File: config.mk
export PLATFORM = sky130hd
export DESIGN_NAME = media_boot_cfg
export DESIGN_NICKNAME = d
export VERILOG_FILES = /design/src/core/cfg_regs_pkg.sv /design/src/core/rom_window_decode.sv /design/src/core/media_boot_cfg.sv
export SDC_FILE = /design/constraint.sdc
export NUM_CORES = 1
export LEC_CHECK = 0
export BUFFER_PORTS_ARGS = -buffer_cell sky130_fd_sc_hd__buf_2
export CAP_MARGIN = 20
export CORE_UTILIZATION = 25
export DETAILED_ROUTE_END_ITERATION = 10
export PLACE_DENSITY = 0.55
export SLEW_MARGIN = 0
export SYNTH_ARGS = -nofsm -noshare
export SYNTH_HDL_FRONTEND = slang
export SYNTH_HIERARCHICAL = 1
export SYNTH_SLANG_ARGS = --single-unit
File: constraint.sdc
create_clock -name clk -period 2.1 [get_ports clk]
set_input_delay 0.21 -clock clk [delete_from_list [all_inputs] [get_ports clk]]
set_output_delay 0.21 -clock clk [all_outputs]
set_load 0.05 [all_outputs]
File: src/core/cfg_regs_pkg.sv
`default_nettype none
package cfg_regs_pkg;

  // ----------------------------------------------------------------
  // Register map
  // ----------------------------------------------------------------
  localparam logic [1:0] PAGE_MEDIA = 2'h0;
  localparam logic [1:0] PAGE_BOOT = 2'h2;
  localparam logic [3:0] OFFSET_CFG = 4'h0b;

  // ----------------------------------------------------------------
  // Media/status register fields
  // ----------------------------------------------------------------
  localparam int MEDIA_SEL_LSB = 0;
  localparam int LINK_GOOD_BIT = 2;
  localparam int READY_TIMING_BIT = 4;
  localparam int BUS_FAULT_BIT = 5;
  localparam logic [7:0] MEDIA_RESET = 8'h00;

  // ----------------------------------------------------------------
  // Boot ROM / plug-and-play register fields
  // ----------------------------------------------------------------
  localparam int BOOT_SEL_LSB = 0;
  localparam int PNP_BIT = 6;
  localparam logic [3:0] BOOT_SEL_RESET = 4'h0;
  localparam logic [5:0] ROM_BASE_16K = 6'h30;
  localparam logic [7:0] RBC_HIGH_RESET = 8'h00;

  typedef enum logic [1:0] {
    MEDIA_TWISTED,
    MEDIA_COAX,
    MEDIA_AUI,
    MEDIA_AUTO
  } media_t;

  typedef enum logic [1:0] {
    ROM_NONE,
    ROM_16K,
    ROM_32K,
    ROM_64K
  } rom_size_t;

  typedef struct packed {
    logic rd;
    logic wr;
    logic [1:0] page;
    logic [3:0] addr;
    logic [7:0] wdata;
  } host_req_t;

  typedef struct packed {
    logic valid;
    logic [7:0] data;
  } host_rsp_t;

endpackage : cfg_regs_pkg
`default_nettype wire

File: src/core/rom_window_decode.sv
`default_nettype none
module rom_window_decode
  import cfg_regs_pkg::*;
(
  // Clock and reset
  input wire logic clk,
  input wire logic reset_n,
  input wire logic clk_en,
  // Select code
  input wire logic [3:0] boot_sel,
  // Decoded window, address bits 19:14
  output logic rom_enable,
  output logic [5:0] rom_base,
  output rom_size_t rom_size
);

  // ----------------------------------------------------------------
  // Decode
  // ----------------------------------------------------------------
  function automatic logic [5:0] base_of(input logic [3:0] code);
    if (code < 4'ha) begin
      base_of = ROM_BASE_16K + {2'h0, code} - 6'h02;
    end else if (code < 4'he) begin
      base_of = ROM_BASE_16K + {1'b0, code, 1'b0} - 6'h14;
    end else begin
      base_of = code[0] ? ROM_BASE_16K + 6'h04 : ROM_BASE_16K;
    end
  endfunction : base_of

  wire logic enable_next = (boot_sel[3:1] != 3'h0);
  wire rom_size_t size_next = !enable_next ? ROM_NONE :
                              (boot_sel < 4'ha) ? ROM_16K :
                              (boot_sel < 4'he) ? ROM_32K : ROM_64K;

  always_ff @(posedge clk or negedge reset_n) begin
    if (!reset_n) begin
      rom_enable <= 1'b0;
      rom_base <= 6'h00;
      rom_size <= ROM_NONE;
    end else if (clk_en) begin
      rom_enable <= enable_next;
      rom_base <= enable_next ? base_of(boot_sel) : 6'h00;
      rom_size <= size_next;
    end
  end

  property p_rom_off;
    @(posedge clk) disable iff (!reset_n)
    clk_en && boot_sel[3:1] == 3'h0 |=> !rom_enable;
  endproperty
  a_rom_off: assert property (p_rom_off)
    else $error("Boot window enabled for a disable code");

endmodule : rom_window_decode
`default_nettype wire

File: src/core/media_boot_cfg.sv
`default_nettype none
module media_boot_cfg
  import cfg_regs_pkg::*;
(
  // Clock and reset
  input wire logic clk,
  input wire logic reset_n,
  input wire logic clk_en,
  // Host register access
  input wire host_req_t host_req,
  output host_rsp_t host_rsp,
  output logic [7:0] remote_byte_count_high,
  // ISA cycle timing
  input wire logic cmd_strobe,
  input wire logic addr_latch_en,
  input wire logic wait_needed,
  output logic ready_low,
  // Media
  input wire logic link_good_flag,
  input wire logic coax_detect,
  output logic coax_enable_out,
  output media_t active_media,
  // Configuration load
  input wire logic cfg_load,
  input wire logic [3:0] load_boot_sel,
  input wire logic plug_play_state,
  // Boot ROM window
  output logic [3:0] boot_sel,
  output logic rom_enable,
  output logic [5:0] rom_base,
  output rom_size_t rom_size
);

  // ----------------------------------------------------------------
  // Access decode
  // ----------------------------------------------------------------
  logic unlock_reg;
  logic [1:0] media_sel_reg;
  logic ready_timing_reg;
  logic bus_fault_reg;
  logic link_reg;
  logic pnp_reg;
  logic cmd_prev_reg;
  logic ale_prev_reg;

  wire logic hit_media = host_req.page == PAGE_MEDIA && host_req.addr == OFFSET_CFG;
  wire logic hit_boot = host_req.page == PAGE_BOOT && host_req.addr == OFFSET_CFG;
  wire logic media_wr = host_req.wr && hit_media && unlock_reg;
  wire logic rbc_wr = host_req.wr && hit_media && !unlock_reg;
  wire logic boot_wr = host_req.wr && hit_boot && !cfg_load;
  wire logic unlock_next = host_req.rd ? hit_media : (host_req.wr ? 1'b0 : unlock_reg);

  wire logic [7:0] media_view = {2'b00, bus_fault_reg, ready_timing_reg, 1'b0,
                                 link_reg, media_sel_reg};
  wire logic [7:0] boot_view = {1'b0, pnp_reg, 2'b00, boot_sel};
  wire logic [7:0] rdata_next = hit_media ? media_view :
                                hit_boot ? boot_view : 8'h00;

  // ----------------------------------------------------------------
  // Wait-state control
  // ----------------------------------------------------------------
  wire logic cmd_rise = cmd_strobe && !cmd_prev_reg;
  wire logic cmd_fall = !cmd_strobe && cmd_prev_reg;
  wire logic ale_rise = addr_latch_en && !ale_prev_reg;
  wire logic start_wait = wait_needed && (ready_timing_reg ? ale_rise : cmd_rise);
  wire logic ready_next = ready_low ? (wait_needed && !cmd_fall) : start_wait;
  // Host dropped the strobe while ready was still held low
  wire logic fault_set = ready_low && cmd_fall && wait_needed;
  wire logic fault_clr = media_wr && !host_req.wdata[BUS_FAULT_BIT];

  // ----------------------------------------------------------------
  // Media selection
  // ----------------------------------------------------------------
  wire media_t fixed_media = media_t'(media_sel_reg);
  wire media_t sensed_media = link_reg ? MEDIA_TWISTED :
                              (coax_detect ? MEDIA_COAX : MEDIA_AUI);
  wire media_t media_next = (fixed_media == MEDIA_AUTO) ? sensed_media : fixed_media;

  // ----------------------------------------------------------------
  // Registers
  // ----------------------------------------------------------------
  always_ff @(posedge clk or negedge reset_n) begin
    if (!reset_n) begin
      unlock_reg <= 1'b0;
      media_sel_reg <= MEDIA_RESET[1:0];
      ready_timing_reg <= 1'b0;
      remote_byte_count_high <= RBC_HIGH_RESET;
    end else if (clk_en) begin
      unlock_reg <= unlock_next;
      if (media_wr) begin
        media_sel_reg <= host_req.wdata[MEDIA_SEL_LSB +: 2];
        ready_timing_reg <= host_req.wdata[READY_TIMING_BIT];
      end
      if (rbc_wr) begin
        remote_byte_count_high <= host_req.wdata;
      end
    end
  end

  always_ff @(posedge clk or negedge reset_n) begin
    if (!reset_n) begin
      bus_fault_reg <= 1'b0;
      ready_low <= 1'b0;
      cmd_prev_reg <= 1'b0;
      ale_prev_reg <= 1'b0;
    end else if (clk_en) begin
      // Set wins over a clearing write in the same cycle
      bus_fault_reg <= fault_set || (bus_fault_reg && !fault_clr);
      ready_low <= ready_next;
      cmd_prev_reg <= cmd_strobe;
      ale_prev_reg <= addr_latch_en;
    end
  end

  always_ff @(posedge clk or negedge reset_n) begin
    if (!reset_n) begin
      boot_sel <= BOOT_SEL_RESET;
      pnp_reg <= 1'b0;
      link_reg <= 1'b0;
      active_media <= MEDIA_TWISTED;
      coax_enable_out <= 1'b0;
      host_rsp <= '0;
    end else if (clk_en) begin
      if (cfg_load) begin
        boot_sel <= load_boot_sel;
      end else if (boot_wr) begin
        boot_sel <= host_req.wdata[BOOT_SEL_LSB +: 4];
      end
      pnp_reg <= plug_play_state;
      link_reg <= link_good_flag;
      active_media <= media_next;
      coax_enable_out <= (media_next == MEDIA_COAX);
      host_rsp.valid <= host_req.rd;
      host_rsp.data <= host_req.rd ? rdata_next : 8'h00;
    end
  end

  // ----------------------------------------------------------------
  // Boot ROM window
  // ----------------------------------------------------------------
  rom_window_decode u_rom (
    .clk(clk),
    .reset_n(reset_n),
    .clk_en(clk_en),
    .boot_sel(boot_sel),
    .rom_enable(rom_enable),
    .rom_base(rom_base),
    .rom_size(rom_size)
  );

  // ----------------------------------------------------------------
  // Checks
  // ----------------------------------------------------------------
  property p_unpaired_write;
    @(posedge clk) disable iff (!reset_n)
    clk_en && host_req.wr && hit_media && !unlock_reg
      |=> remote_byte_count_high == $past(host_req.wdata);
  endproperty
  a_unpaired_write: assert property (p_unpaired_write)
    else $error("Unpaired write missed the byte count");

  property p_paired_write;
    @(posedge clk) disable iff (!reset_n)
    clk_en && host_req.rd && hit_media ##1 clk_en && host_req.wr && hit_media
      |=> media_sel_reg == $past(host_req.wdata[1:0]);
  endproperty
  a_paired_write: assert property (p_paired_write)
    else $error("Paired write did not reach the media register");

  property p_coax;
    @(posedge clk) disable iff (!reset_n)
    clk_en && media_sel_reg == 2'h1 |=> coax_enable_out;
  endproperty
  a_coax: assert property (p_coax)
    else $error("Coax enable low with coax selected");

  property p_auto;
    @(posedge clk) disable iff (!reset_n)
    clk_en && media_sel_reg == 2'h3 && link_reg |=> active_media == MEDIA_TWISTED;
  endproperty
  a_auto: assert property (p_auto)
    else $error("Auto detect ignored a good link");

  property p_link_read;
    @(posedge clk) disable iff (!reset_n)
    clk_en && host_req.rd && hit_media |=> host_rsp.data[LINK_GOOD_BIT] == $past(link_reg);
  endproperty
  a_link_read: assert property (p_link_read)
    else $error("Link bit reads wrong");

  property p_ready_cmd;
    @(posedge clk) disable iff (!reset_n)
    clk_en && !ready_timing_reg && wait_needed && cmd_rise && !ready_low |=> ready_low;
  endproperty
  a_ready_cmd: assert property (p_ready_cmd)
    else $error("Ready not pulled low after command strobe");

  property p_ready_ale;
    @(posedge clk) disable iff (!reset_n)
    clk_en && ready_timing_reg && wait_needed && ale_rise && !ready_low |=> ready_low;
  endproperty
  a_ready_ale: assert property (p_ready_ale)
    else $error("Ready not pulled low after latch enable");

  property p_fault;
    @(posedge clk) disable iff (!reset_n)
    clk_en && ready_low && cmd_fall && wait_needed |=> bus_fault_reg;
  endproperty
  a_fault: assert property (p_fault)
    else $error("Bus fault not flagged");

  property p_load;
    @(posedge clk) disable iff (!reset_n)
    clk_en && cfg_load |=> boot_sel == $past(load_boot_sel);
  endproperty
  a_load: assert property (p_load)
    else $error("Boot select not loaded");

  property p_boot_read;
    @(posedge clk) disable iff (!reset_n)
    clk_en && host_req.rd && hit_boot
      |=> host_rsp.data == {1'b0, $past(pnp_reg), 2'b00, $past(boot_sel)};
  endproperty
  a_boot_read: assert property (p_boot_read)
    else $error("Boot register read wrong");

endmodule : media_boot_cfg
`default_nettype wire

# [Yosys cells after proc, flatten, opt, wreduce, memory -nomap -nowiden]
# Index checks and enable logic that the tools add are counted.
# Widths: inputs -> output; s select.
[word_totals] input_bits=30 elab_cells=80 output_inout_bits=34 regBits=43
[op_classes] n_mux=19 eq_ne=4 n_addsub=4 n_lt_le_gt_ge=2 reduce_logical=33
[ops] cell="$mux 7" n=3
[ops] cell="$mux 6" n=3
[ops] cell="$logic_and 1x1->1" n=16
[ops] cell="$mux 2" n=5
[ops] cell="$logic_not 1->1" n=8
[ops] cell="$lt 4x4->1 const B" n=2
[ops] cell="$mux 4" n=2
[ops] cell="$reduce_and 2->1" n=4
[ops] cell="$add 5x5->6 const A" n=1
[ops] cell="$add 6x5->6 const A" n=1
[ops] cell="$sub 6x2->6 const B" n=1
[ops] cell="$sub 6x5->6 const B" n=1
[ops] cell="$mux 1" n=5
[ops] cell="$eq 2x2->1 const B" n=2
[ops] cell="$eq 4x4->1 const B" n=1
[ops] cell="$reduce_bool 2->1" n=2
[ops] cell="$mux 3" n=1
[ops] cell="$reduce_bool 3->1" n=1
[ops] cell="$eq 2x1->1 const B" n=1
[ops] cell="$logic_not 2->1" n=1
[ops] cell="$logic_or 1x1->1" n=1

# [Longest topological paths before layout]
# Gate-level depths: netlist of the first run.
[logic_depth] ltp_word=8 depth_mapped=6 depth_no_buf=5

# [Modules after synthesis]
# The synthesis of the first run kept the hierarchy.
[by_module_without_submodules] module="media_boot_cfg" cells_per_inst=118 instances=1 seq_area_each_um2=825.8 area_each_um2=1510.2
[by_module_without_submodules] module="rom_window_decode" cells_per_inst=59 instances=1 seq_area_each_um2=225.2 area_each_um2=524.3

# [Least setup slack after synthesis of the first run]
# OpenSTA, ideal clock, no wires.
[synth_path] kind="register to register" start="register boot_sel[1]" end="register u_rom.rom_base[2]" period_less_slack_ns=1.966 setup_slack_ns=0.134 setup_time_ns=0.077 arrival_ns=1.888 required_time_ns=2.023 n_path_buf=1 path_stages_with_launch=7 cell_sequence="dfrtp_1 > buf_2 > inv_1 > ha_1 > o21ba_1 > a311o_1 > a21oi_1"
[synth_via] elab_chain_cells=5 elab_cells_between_ends=10 cone_classes="add/sub (4); order compare (2); mux (3); reduce/logical (1)"
[synth_rtl] item="from (decl)" line_no="media_boot_cfg.sv:28" source="output logic [3:0] boot_sel,"
[synth_rtl] item="from (signal assigned)" line_no="media_boot_cfg.sv:125" source="boot_sel <= load_boot_sel;"
[synth_rtl] item="from (signal assigned)" line_no="media_boot_cfg.sv:127" source="boot_sel <= host_req.wdata[BOOT_SEL_LSB +: 4];"
[synth_rtl] item="$add 6x5->6" line_no="rom_window_decode.sv:24" source="base_of = ROM_BASE_16K + {1'b0, code, 1'b0} - 6'h14;"
[synth_rtl] item="$sub 6x5->6" line_no="rom_window_decode.sv:24"
[synth_rtl] item="$mux 6" line_no="rom_window_decode.sv:23" source="end else if (code < 4'he) begin"
[synth_rtl] item="$mux 6" line_no="rom_window_decode.sv:21" source="if (code < 4'ha) begin"
[synth_rtl] item="$mux 6 (*)" line_no="rom_window_decode.sv:42" source="rom_base <= enable_next ? base_of(boot_sel) : 6'h00;"
[synth_rtl] item="to (signal assigned)" line_no="rom_window_decode.sv:42"
[synth_rtl] item="to (decl)" line_no="rom_window_decode.sv:13" source="output logic [5:0] rom_base,"
# Every way passes the cells marked *; elsewhere a longest branch is shown, timed or not.
# A chain may end at the register's enable or synchronous reset.

# [Worst setup path in the final report of the first run]
[layout_path] start="register boot_sel[2]" end="register u_rom.rom_base[2]"
[layout_via] elab_chain_cells=4 elab_cells_between_ends=8 cone_classes="add/sub (2); order compare (2); mux (3); reduce/logical (1)"
[layout_rtl] item="$add 5x5->6 / $lt 4x4->1 (equally long branches)" line_no="rom_window_decode.sv:22, rom_window_decode.sv:23"
[layout_rtl] item="$sub 6x2->6 / $mux 6 (equally long branches)" line_no="rom_window_decode.sv:22, rom_window_decode.sv:23"
[layout_rtl] item="$mux 6" line_no="rom_window_decode.sv:21"
[layout_rtl] item="$mux 6 (*)" line_no="rom_window_decode.sv:42"
# Marks and branches as above.

==> out/qor.csv, run 1 <==
stage,metric,value,unit
run_status,status,finished clean,
critical_path,Reg2Reg Depth,5,
routing,drt initial violations,73,
critical_path,flop2flop setup slack,0.59,ns
synthesis,"Primary FF master, synth",dfrtp_1,
power,Switch Pwr,740.8,uW
grt,global-route wire length before repair,7962,um
cells_and_area,Antenna diodes,0,
die,I/O pin total,64,
critical_path,Critical path origin,boot_sel[2]$_DFFE_PN0P_,
placement,DP Wirelength,3691,um
sta,min Tclk post-route,1.513,ns
synthesis,largest family of logic cells by synthesized area,multiplexers,
sta,Max Clock Freq,661.0,MHz
die,total core area,7807,um^2
grt,GRT Total Usage,12.01,%
synthesis,sequential share of the synthesized area,51.66,%
worst_hold_path,hold_sp,addr_latch_en,
clock_tree,CTS Buf Count,5,
critical_path,Crit path max-delay family,compound AO/OA/AOI/OAI gates,
sta,max-slew violations,0,
die,Die Y,92.21,um
clock_tree,Num Clock Sinks,42,
critical_path,Setup Crit Path Kind,flip-flop to flip-flop,
synthesis,mux contribution to synthesized area,14.88,%
routing,drt first pass iters,4,
power,leak pwr,0.001234,uW
sta,RSZ-0062 raised after global routing,false,
cells_and_area,most frequent cells in the layout,"buf_2, dfrtp_1, mux2_2",
critical_path,"critical path fanouts, max",5,
grt,GR Util met3,3.234,%
critical_path,worst path cell trace,inv_1 -> ha_1 -> o21ba_1 -> a311o_1 -> a21oi_1,
synthesis,Synth cell types,40,
critical_path,"Slowest-stage cell, CP",dfrtp_1,
clock_tree,CTS tree,built,
synthesis,Synth Area in Simple Gates,12.73,%
sta,worst-margin pin slew,0.5545,ns
sta,Setup TNS,0,ns
grt,"Remaining Overflow, GRT",0,
clock_tree,CTS max path bufs,2,
power,pwr dens,849.0,nW/um^2
die,die width,92.21,um
critical_path,crit end category,flip-flop,
synthesis,Syn Nets,209,
critical_path,Critical Path Source Type,flip-flop,
routing,Routed Wire Length,4734,um
synthesis,Post-Synth XOR/XNOR Area,0.4305,%
grt,grt peak-use layer,met2,
cells_and_area,# fillers,817,
critical_path,CP arrival,1.73,ns
power,Int Pwr,1432,uW
worst_hold_path,Hold Path Class,primary input to flip-flop,
grt,GR Util met1,16.68,%
synthesis,YS warnings,6,
sta,final setup vio count,0,
sta,Slew Limit Headroom,62.75,%
die,Starting Density,26.06,%
synthesis,Gate Count Post-Synth,177,
cells_and_area,share of cells above drive strength 1,43.39,%
sta,fin crit share,72.04,%
clock_tree,CTS clock-pin slew for the worst setup and hold paths,0.08,ns
synthesis,Synth Area in Adders,1.230,%
routing,via density per instance,4.477,
placement,GP Congestion,0.7291,
power,Comb pwr share,28.2,%
synthesis,post-synthesis compound-gate area fraction,13.59,%
grt,vias in the first global route,1584,
sta,Final Hold Slack,0.1467,ns
critical_path,Worst EP required,2.32,ns
sta,Fin. Hold Viols,0,
routing,Detail Route Antenna Nets,0,
placement,# port buffers,62,
cells_and_area,Nets,273,
critical_path,Reg-to-Reg Start,boot_sel[2]$_DFFE_PN0P_,
critical_path,worst reg2reg endpoint,u_rom/rom_base[2]$_DFFE_PN0P_,
power,Max VDD drop,325.1,uV
sta,clock skew,0.002489,ns
synthesis,register bit count reported by yosys,42,
synthesis,asr flop ratio synth,100.0,%
job,Max-Cap Viols,0,
power,Flop pwr share,43.4,%
synthesis,number of synthesized flops with an enable pin,0,
routing,residual DRC count,0,
critical_path,max incr delay on CP,0.38,ns
power,Clock Power Share,28.4,%
critical_path,Bufs and invs on worst path,1,
grt,largest net degree at the start of global routing,33,
worst_hold_path,worst hold endpoint,ale_prev_reg$_DFFE_PN0P_,
cells_and_area,Final Util,32.77,%
power,Design Power,2172,uW
routing,wire per inst,13.76,um
synthesis,Mapped Area,2034,um^2
cells_and_area,"most common cell after layout, fill and taps aside",buf_2,
worst_hold_path,Worst Hold Depth,3,
grt,global routing usage on met2,18.41,%
die,Row Count,32,
die,Die ar.,8503,um^2
clock_tree,Root Buffer Master,clkbuf_8,
cells_and_area,Synth-to-Final Area Change,25.77,%
grt,initial antenna violation count,0,
cells_and_area,Regs by FF count,"host_rsp: 8 flops, remote_byte_count_high: 8 flops, u_rom/rom_base: 6 flops",
routing,vias,1540,
clock_tree,clk_lat worst skew,0.29,ns
clock_tree,H-tree depth,2,
synthesis,"Avg Cell Area, Syn",11.49,um^2
power,switching share of power,34.10,%
==> metrics by stage <==
step,setup slack [ns],instance area [um^2],instances
global route,0.4786,2559,344
CTS,0.6065,2559,344
detailed placement,0.3990,2440,335
finish,0.5872,2559,344
floorplan,0.1345,2034,177
global placement,0.4653,2440,335
==> synthesized netlist by cell type, types with 3 or more instances <==
master / instances / area (um^2)
o21ai_0: 10 / 50.05
dfrtp_1: 42 / 1051
inv_1: 10 / 37.54
nand3_1: 5 / 25.02
buf_2: 4 / 20.02
a21oi_1: 7 / 35.03
nand2_1: 10 / 37.54
o2bb2ai_1: 6 / 52.55
a31oi_1: 4 / 25.02
nand4b_1: 3 / 26.28
nor2b_1: 5 / 31.28
nand2b_1: 3 / 18.77
nor2_1: 7 / 26.28
mux2_2: 26 / 292.8
==> worst max path at each step <==
stage | slack (ns) | to | depth (start not counted)
6_report | 0.59 | u_rom/rom_base[2]$_DFFE_PN0P_ | 5
5_1_grt | 0.48 | u_rom/rom_base[2]$_DFFE_PN0P_ | 5
4_1_cts | 0.61 | u_rom/rom_base[2]$_DFFE_PN0P_ | 5
3_5_place_dp | 0.40 | remote_byte_count_high[3]$_DFFE_PN0P_ | 4
3_3_place_gp | 0.47 | remote_byte_count_high[7]$_DFFE_PN0P_ | 4
2_1_floorplan | 0.13 | u_rom/rom_base[2]$_DFFE_PN0P_ | 6
==> layout make-up <==
| class | instances | area [um^2] | share of cell area (%) |
|---|---|---|---|
| timing repair buffer | 68 | 357.8 | 13.99 |
| inverter | 10 | 37.54 | 1.467 |
| clock buffer | 5 | 68.82 | 2.689 |
| clock inverter | 3 | 40.04 | 1.565 |
| multi-input combinational | 114 | 875.8 | 34.23 |
| tap | 102 | 127.6 | 4.988 |
| sequential | 42 | 1051 | 41.08 |
==> per-layer routing <==
layer / up-vias / wire length [um]
li1: 754 / -
met2: 44 / 2139
met4: 0 / 26
met1: 740 / 2320
met5: - / 0
met3: 2 / 247
==> power by group through the flow <==
stage,clock network (uW),registers (uW),logic [uW]
after detailed placement,0,962,616
final,617,943,613
after CTS,650,946,619
after floorplan,0,1180,227
after global routing,685,960,662
after global placement,0,961,611
==> repair_timing <==
action                                  in CTS  in global routing
buffers inserted                             0                  0
endpoints found under the setup margin       0                  0
resized for setup                            0                  0
hold buffers                                 1                  0
endpoints found under the hold margin       19                  0
==> cell families (layout without fill, tap and decap cells) <==
kind of cell    after synthesis  count (layout)
fa+ha+maj                     2               2
buf+inv                      21              86
other cells                   1               1
xor+xnor                      1               1
compound gates               39              39
mux                          27              27
simple gates                 44              44
flops                        42              42
==> worst register-to-register path, cell delays in order (launching register included) <==
cell and delay (ns):
dfrtp_1 0.38, inv_1 0.13, ha_1 0.29, o21ba_1 0.19
a311o_1 0.32, a21oi_1 0.14
Power figures use the tool's default switching activity.
==> run 2, diff against run 1 <==
PLACE_DENSITY = 0.57   (was 0.55)
clock period = 1.3 ns   (was 2.1 ns; I/O delays follow)
==> run 2 against run 1 <==
The run now ends with negative setup slack left. Power rose by 69%. Largest cell class unchanged. Final cell count is 4.1% higher. Hold slack worse by 0.092 ns. Largest power group unchanged. Die area unchanged. Via count rose by 6.2%. Maximum frequency up 15%.
==> out/qor.csv, run 2 (synthesis gave the netlist of run 1 again) <==
stage,metric,value,unit,change
clock_tree,Num Clock Sinks,42,,unchanged
clock_tree,Root Buffer Master,clkbuf_8,,
power,leak pwr,0.001308,uW,+6.0%
critical_path,Critical Path Source Type,flip-flop,,
grt,global-route wire length before repair,8404,um,+5.6%
clock_tree,clk_lat worst skew,0.30,ns,about the same
power,Comb pwr share,30.6,%,+2.4 points
routing,Met1 Routed Length,2510,um,+8.2%
routing,Routed Wire Length,5094,um,+7.6%
die,total core area,7807,um^2,unchanged
critical_path,max incr delay on CP,0.43,ns,+0.05 ns
grt,largest net degree at the start of global routing,43,,+30%
routing,vias,1635,,+6.2%
clock_tree,CTS tree,built,,
sta,min Tclk post-route,1.321,ns,-0.1920 ns
critical_path,worst path cell trace,inv_4 -> ha_4 -> nor2b_1 -> a311o_1 -> a21oi_1,,
placement,GP Congestion,0.8042,,+10%
cells_and_area,share of cells above drive strength 1,50.00,%,+6.6 points
critical_path,Setup Crit Path Kind,flip-flop to flip-flop,,
critical_path,Worst EP required,1.53,ns,-0.79 ns
clock_tree,CTS Buf Count,5,,unchanged
die,Die Y,92.21,um,unchanged
sta,clock skew,0.01036,ns,+0.007867 ns
critical_path,"critical path fanouts, max",4,,-1
run_status,status,finished with violations,,
clock_tree,CTS clock-pin slew for the worst setup and hold paths,0.09,ns,about the same
die,Starting Density,26.06,%,unchanged
power,Max VDD drop,531.7,uV,+64%
sta,Fin. Hold Viols,0,,unchanged
sta,RSZ-0062 raised after global routing,true,,
routing,drt initial violations,65,,-11%
die,Row Count,32,,unchanged
routing,Detail Route Antenna Nets,0,,unchanged
sta,final setup vio count,1,,+1
routing,drt first pass iters,4,,unchanged
sta,Max Clock Freq,757.1,MHz,+15%
clock_tree,H-tree depth,2,,unchanged
run_status,failing checks,negative setup slack,,
routing,Met2 Wirelength,2298,um,+7.4%
clock_tree,CTS max path bufs,2,,unchanged
grt,vias in the first global route,1633,,+3.1%
placement,# port buffers,62,,unchanged
die,Die ar.,8503,um^2,unchanged
routing,via density per instance,4.567,,+2.0%
job,Max-Cap Viols,0,,unchanged
cells_and_area,most frequent cells in the layout,"buf_2, dfrtp_1, mux2_2, buf_4, nand2_1",,
routing,DR top layer,met4,,
cells_and_area,Final Util,35.16,%,+2.4 points
cells_and_area,Nets,287,,+5.1%
grt,GRT Total Usage,12.73,%,+0.72 points
power,Int Pwr,2412,uW,+68%
power,Clock Power Share,28.2,%,-0.2 points
power,Switch Pwr,1269,uW,+71%
cells_and_area,Regs by FF count,"host_rsp: 8 flops, remote_byte_count_high: 8 flops, u_rom/rom_base: 6 flops",,
sta,max-slew violations,0,,unchanged
die,die width,92.21,um,unchanged
die,I/O pin total,64,,unchanged
routing,residual DRC count,0,,unchanged
cells_and_area,Synth-to-Final Area Change,34.93,%,
critical_path,CP arrival,1.55,ns,-0.18 ns
worst_hold_path,Hold Path Class,primary input to flip-flop,,
placement,DP Wirelength,3754,um,+1.7%
cells_and_area,# fillers,819,,+0.24%
grt,initial antenna violation count,0,,unchanged
critical_path,crit end category,flip-flop,,
sta,Setup WS post-layout,-0.02082,ns,-0.6080 ns
cells_and_area,final cell count without fillers,358,,+4.1%
routing,wire per inst,14.23,um,+3.4%
sta,fin crit share,101.6,%,+30 points
placement,dpl cells,348,,+3.9%
sta,Final Hold Slack,0.05496,ns,-0.09175 ns
sta,Setup TNS,-0.02082,ns,-0.02082 ns
cells_and_area,"most common cell after layout, fill and taps aside",buf_2,,
grt,"Remaining Overflow, GRT",0,,unchanged
critical_path,"Slowest-stage cell, CP",dfrtp_2,,
power,Flop pwr share,41.2,%,-2.2 points
power,switching share of power,34.49,%,+0.38 points
cells_and_area,Antenna diodes,0,,unchanged
placement,pre-CTS setup slack,-0.06988,ns,-0.4689 ns
power,pwr dens,1341,nW/um^2,+58%
routing,met3 WL post-DR,223,um,-9.7%
## run 2: cell count changes in the layout (fill, tap and decap cells not counted), moves of 3 or more
cell / delta
buf_2: -3
buf_4: +14
dfrtp_1: -3
dfrtp_2: +3
## run 2: power by group through the flow
stage                     clock (uW)  combinational, uW  sequential, uW
final                           1040               1130            1520
after global routing            1130               1220            1540
after CTS                       1090               1110            1520
after detailed placement           0               1080            1560
after global placement             0               1070            1560
after floorplan                    0                409            1910
## run 2: repair_timing
item                                    4_1_cts  5_1_grt
hold endpoints to repair                     42        0
pin swaps                                     0        1
hold buffers                                  1        0
setup buffers                                 1        0
endpoints found under the setup margin        4        6
gates resized for setup                       2        6
## run 2: metrics by stage
step / total power (uW) / instance area [um^2]
6_report: 3681 / 2745
5_1_grt: 3886 / 2745
4_1_cts: 3720 / 2719
3_5_place_dp: 2640 / 2586
3_3_place_gp: 2626 / 2586
2_1_floorplan: 2318 / 2081
## run 2: worst paths after layout
kind | from | end | slack [ns] | depth (start not counted)
max | boot_sel[2]$_DFFE_PN0P_ | u_rom/rom_base[2]$_DFFE_PN0P_ | -0.02 | 5
min | addr_latch_en | ale_prev_reg$_DFFE_PN0P_ | 0.05 | 3
max reg2reg | boot_sel[2]$_DFFE_PN0P_ | u_rom/rom_base[2]$_DFFE_PN0P_ | -0.02 | 5
min reg2reg | active_media[0]$_DFFE_PN0P_ | active_media[0]$_DFFE_PN0P_ | 0.48 | 1
max in group asynchronous | reset_n | boot_sel[3]$_DFFE_PN0P_ | 0.73 | 3
min in group asynchronous | reset_n | host_rsp[2]$_DFFE_PN0P_ | 0.34 | 3
## run 2: routing by layer
| layer | vias to the layer above | GRT usage [%] |
|---|---|---|
| met3 | 8 | 2.570 |
| met2 | 52 | 19.53 |
| met4 | 0 | 3.906 |
| met5 | - | 0 |
| met1 | 783 | 17.96 |
| li1 | 792 | - |
## run 2: critical path: cells and delay by family, from the launching register on
| kind | cells | cell delay [ns] |
|---|---|---|
| AND/OR/NAND/NOR | 1 | 0.13 |
| AO/OA/AOI/OAI | 2 | 0.42 |
| flip-flops | 1 | 0.43 |
| adder cells (fa/ha/maj) | 1 | 0.20 |
| buffers and inverters | 1 | 0.07 |
## run 2: area by class of cell
cell class	instances	area [um^2]	share of cell area [%]
Sequential cell	42	1055	38.42
Multi-Input combinational cell	114	923.4	33.64
Timing Repair Buffer	82	486.7	17.73
Tap cell	102	127.6	4.649
Clock buffer	6	72.57	2.644
Inverter	10	42.54	1.550
Clock inverter	2	37.54	1.367
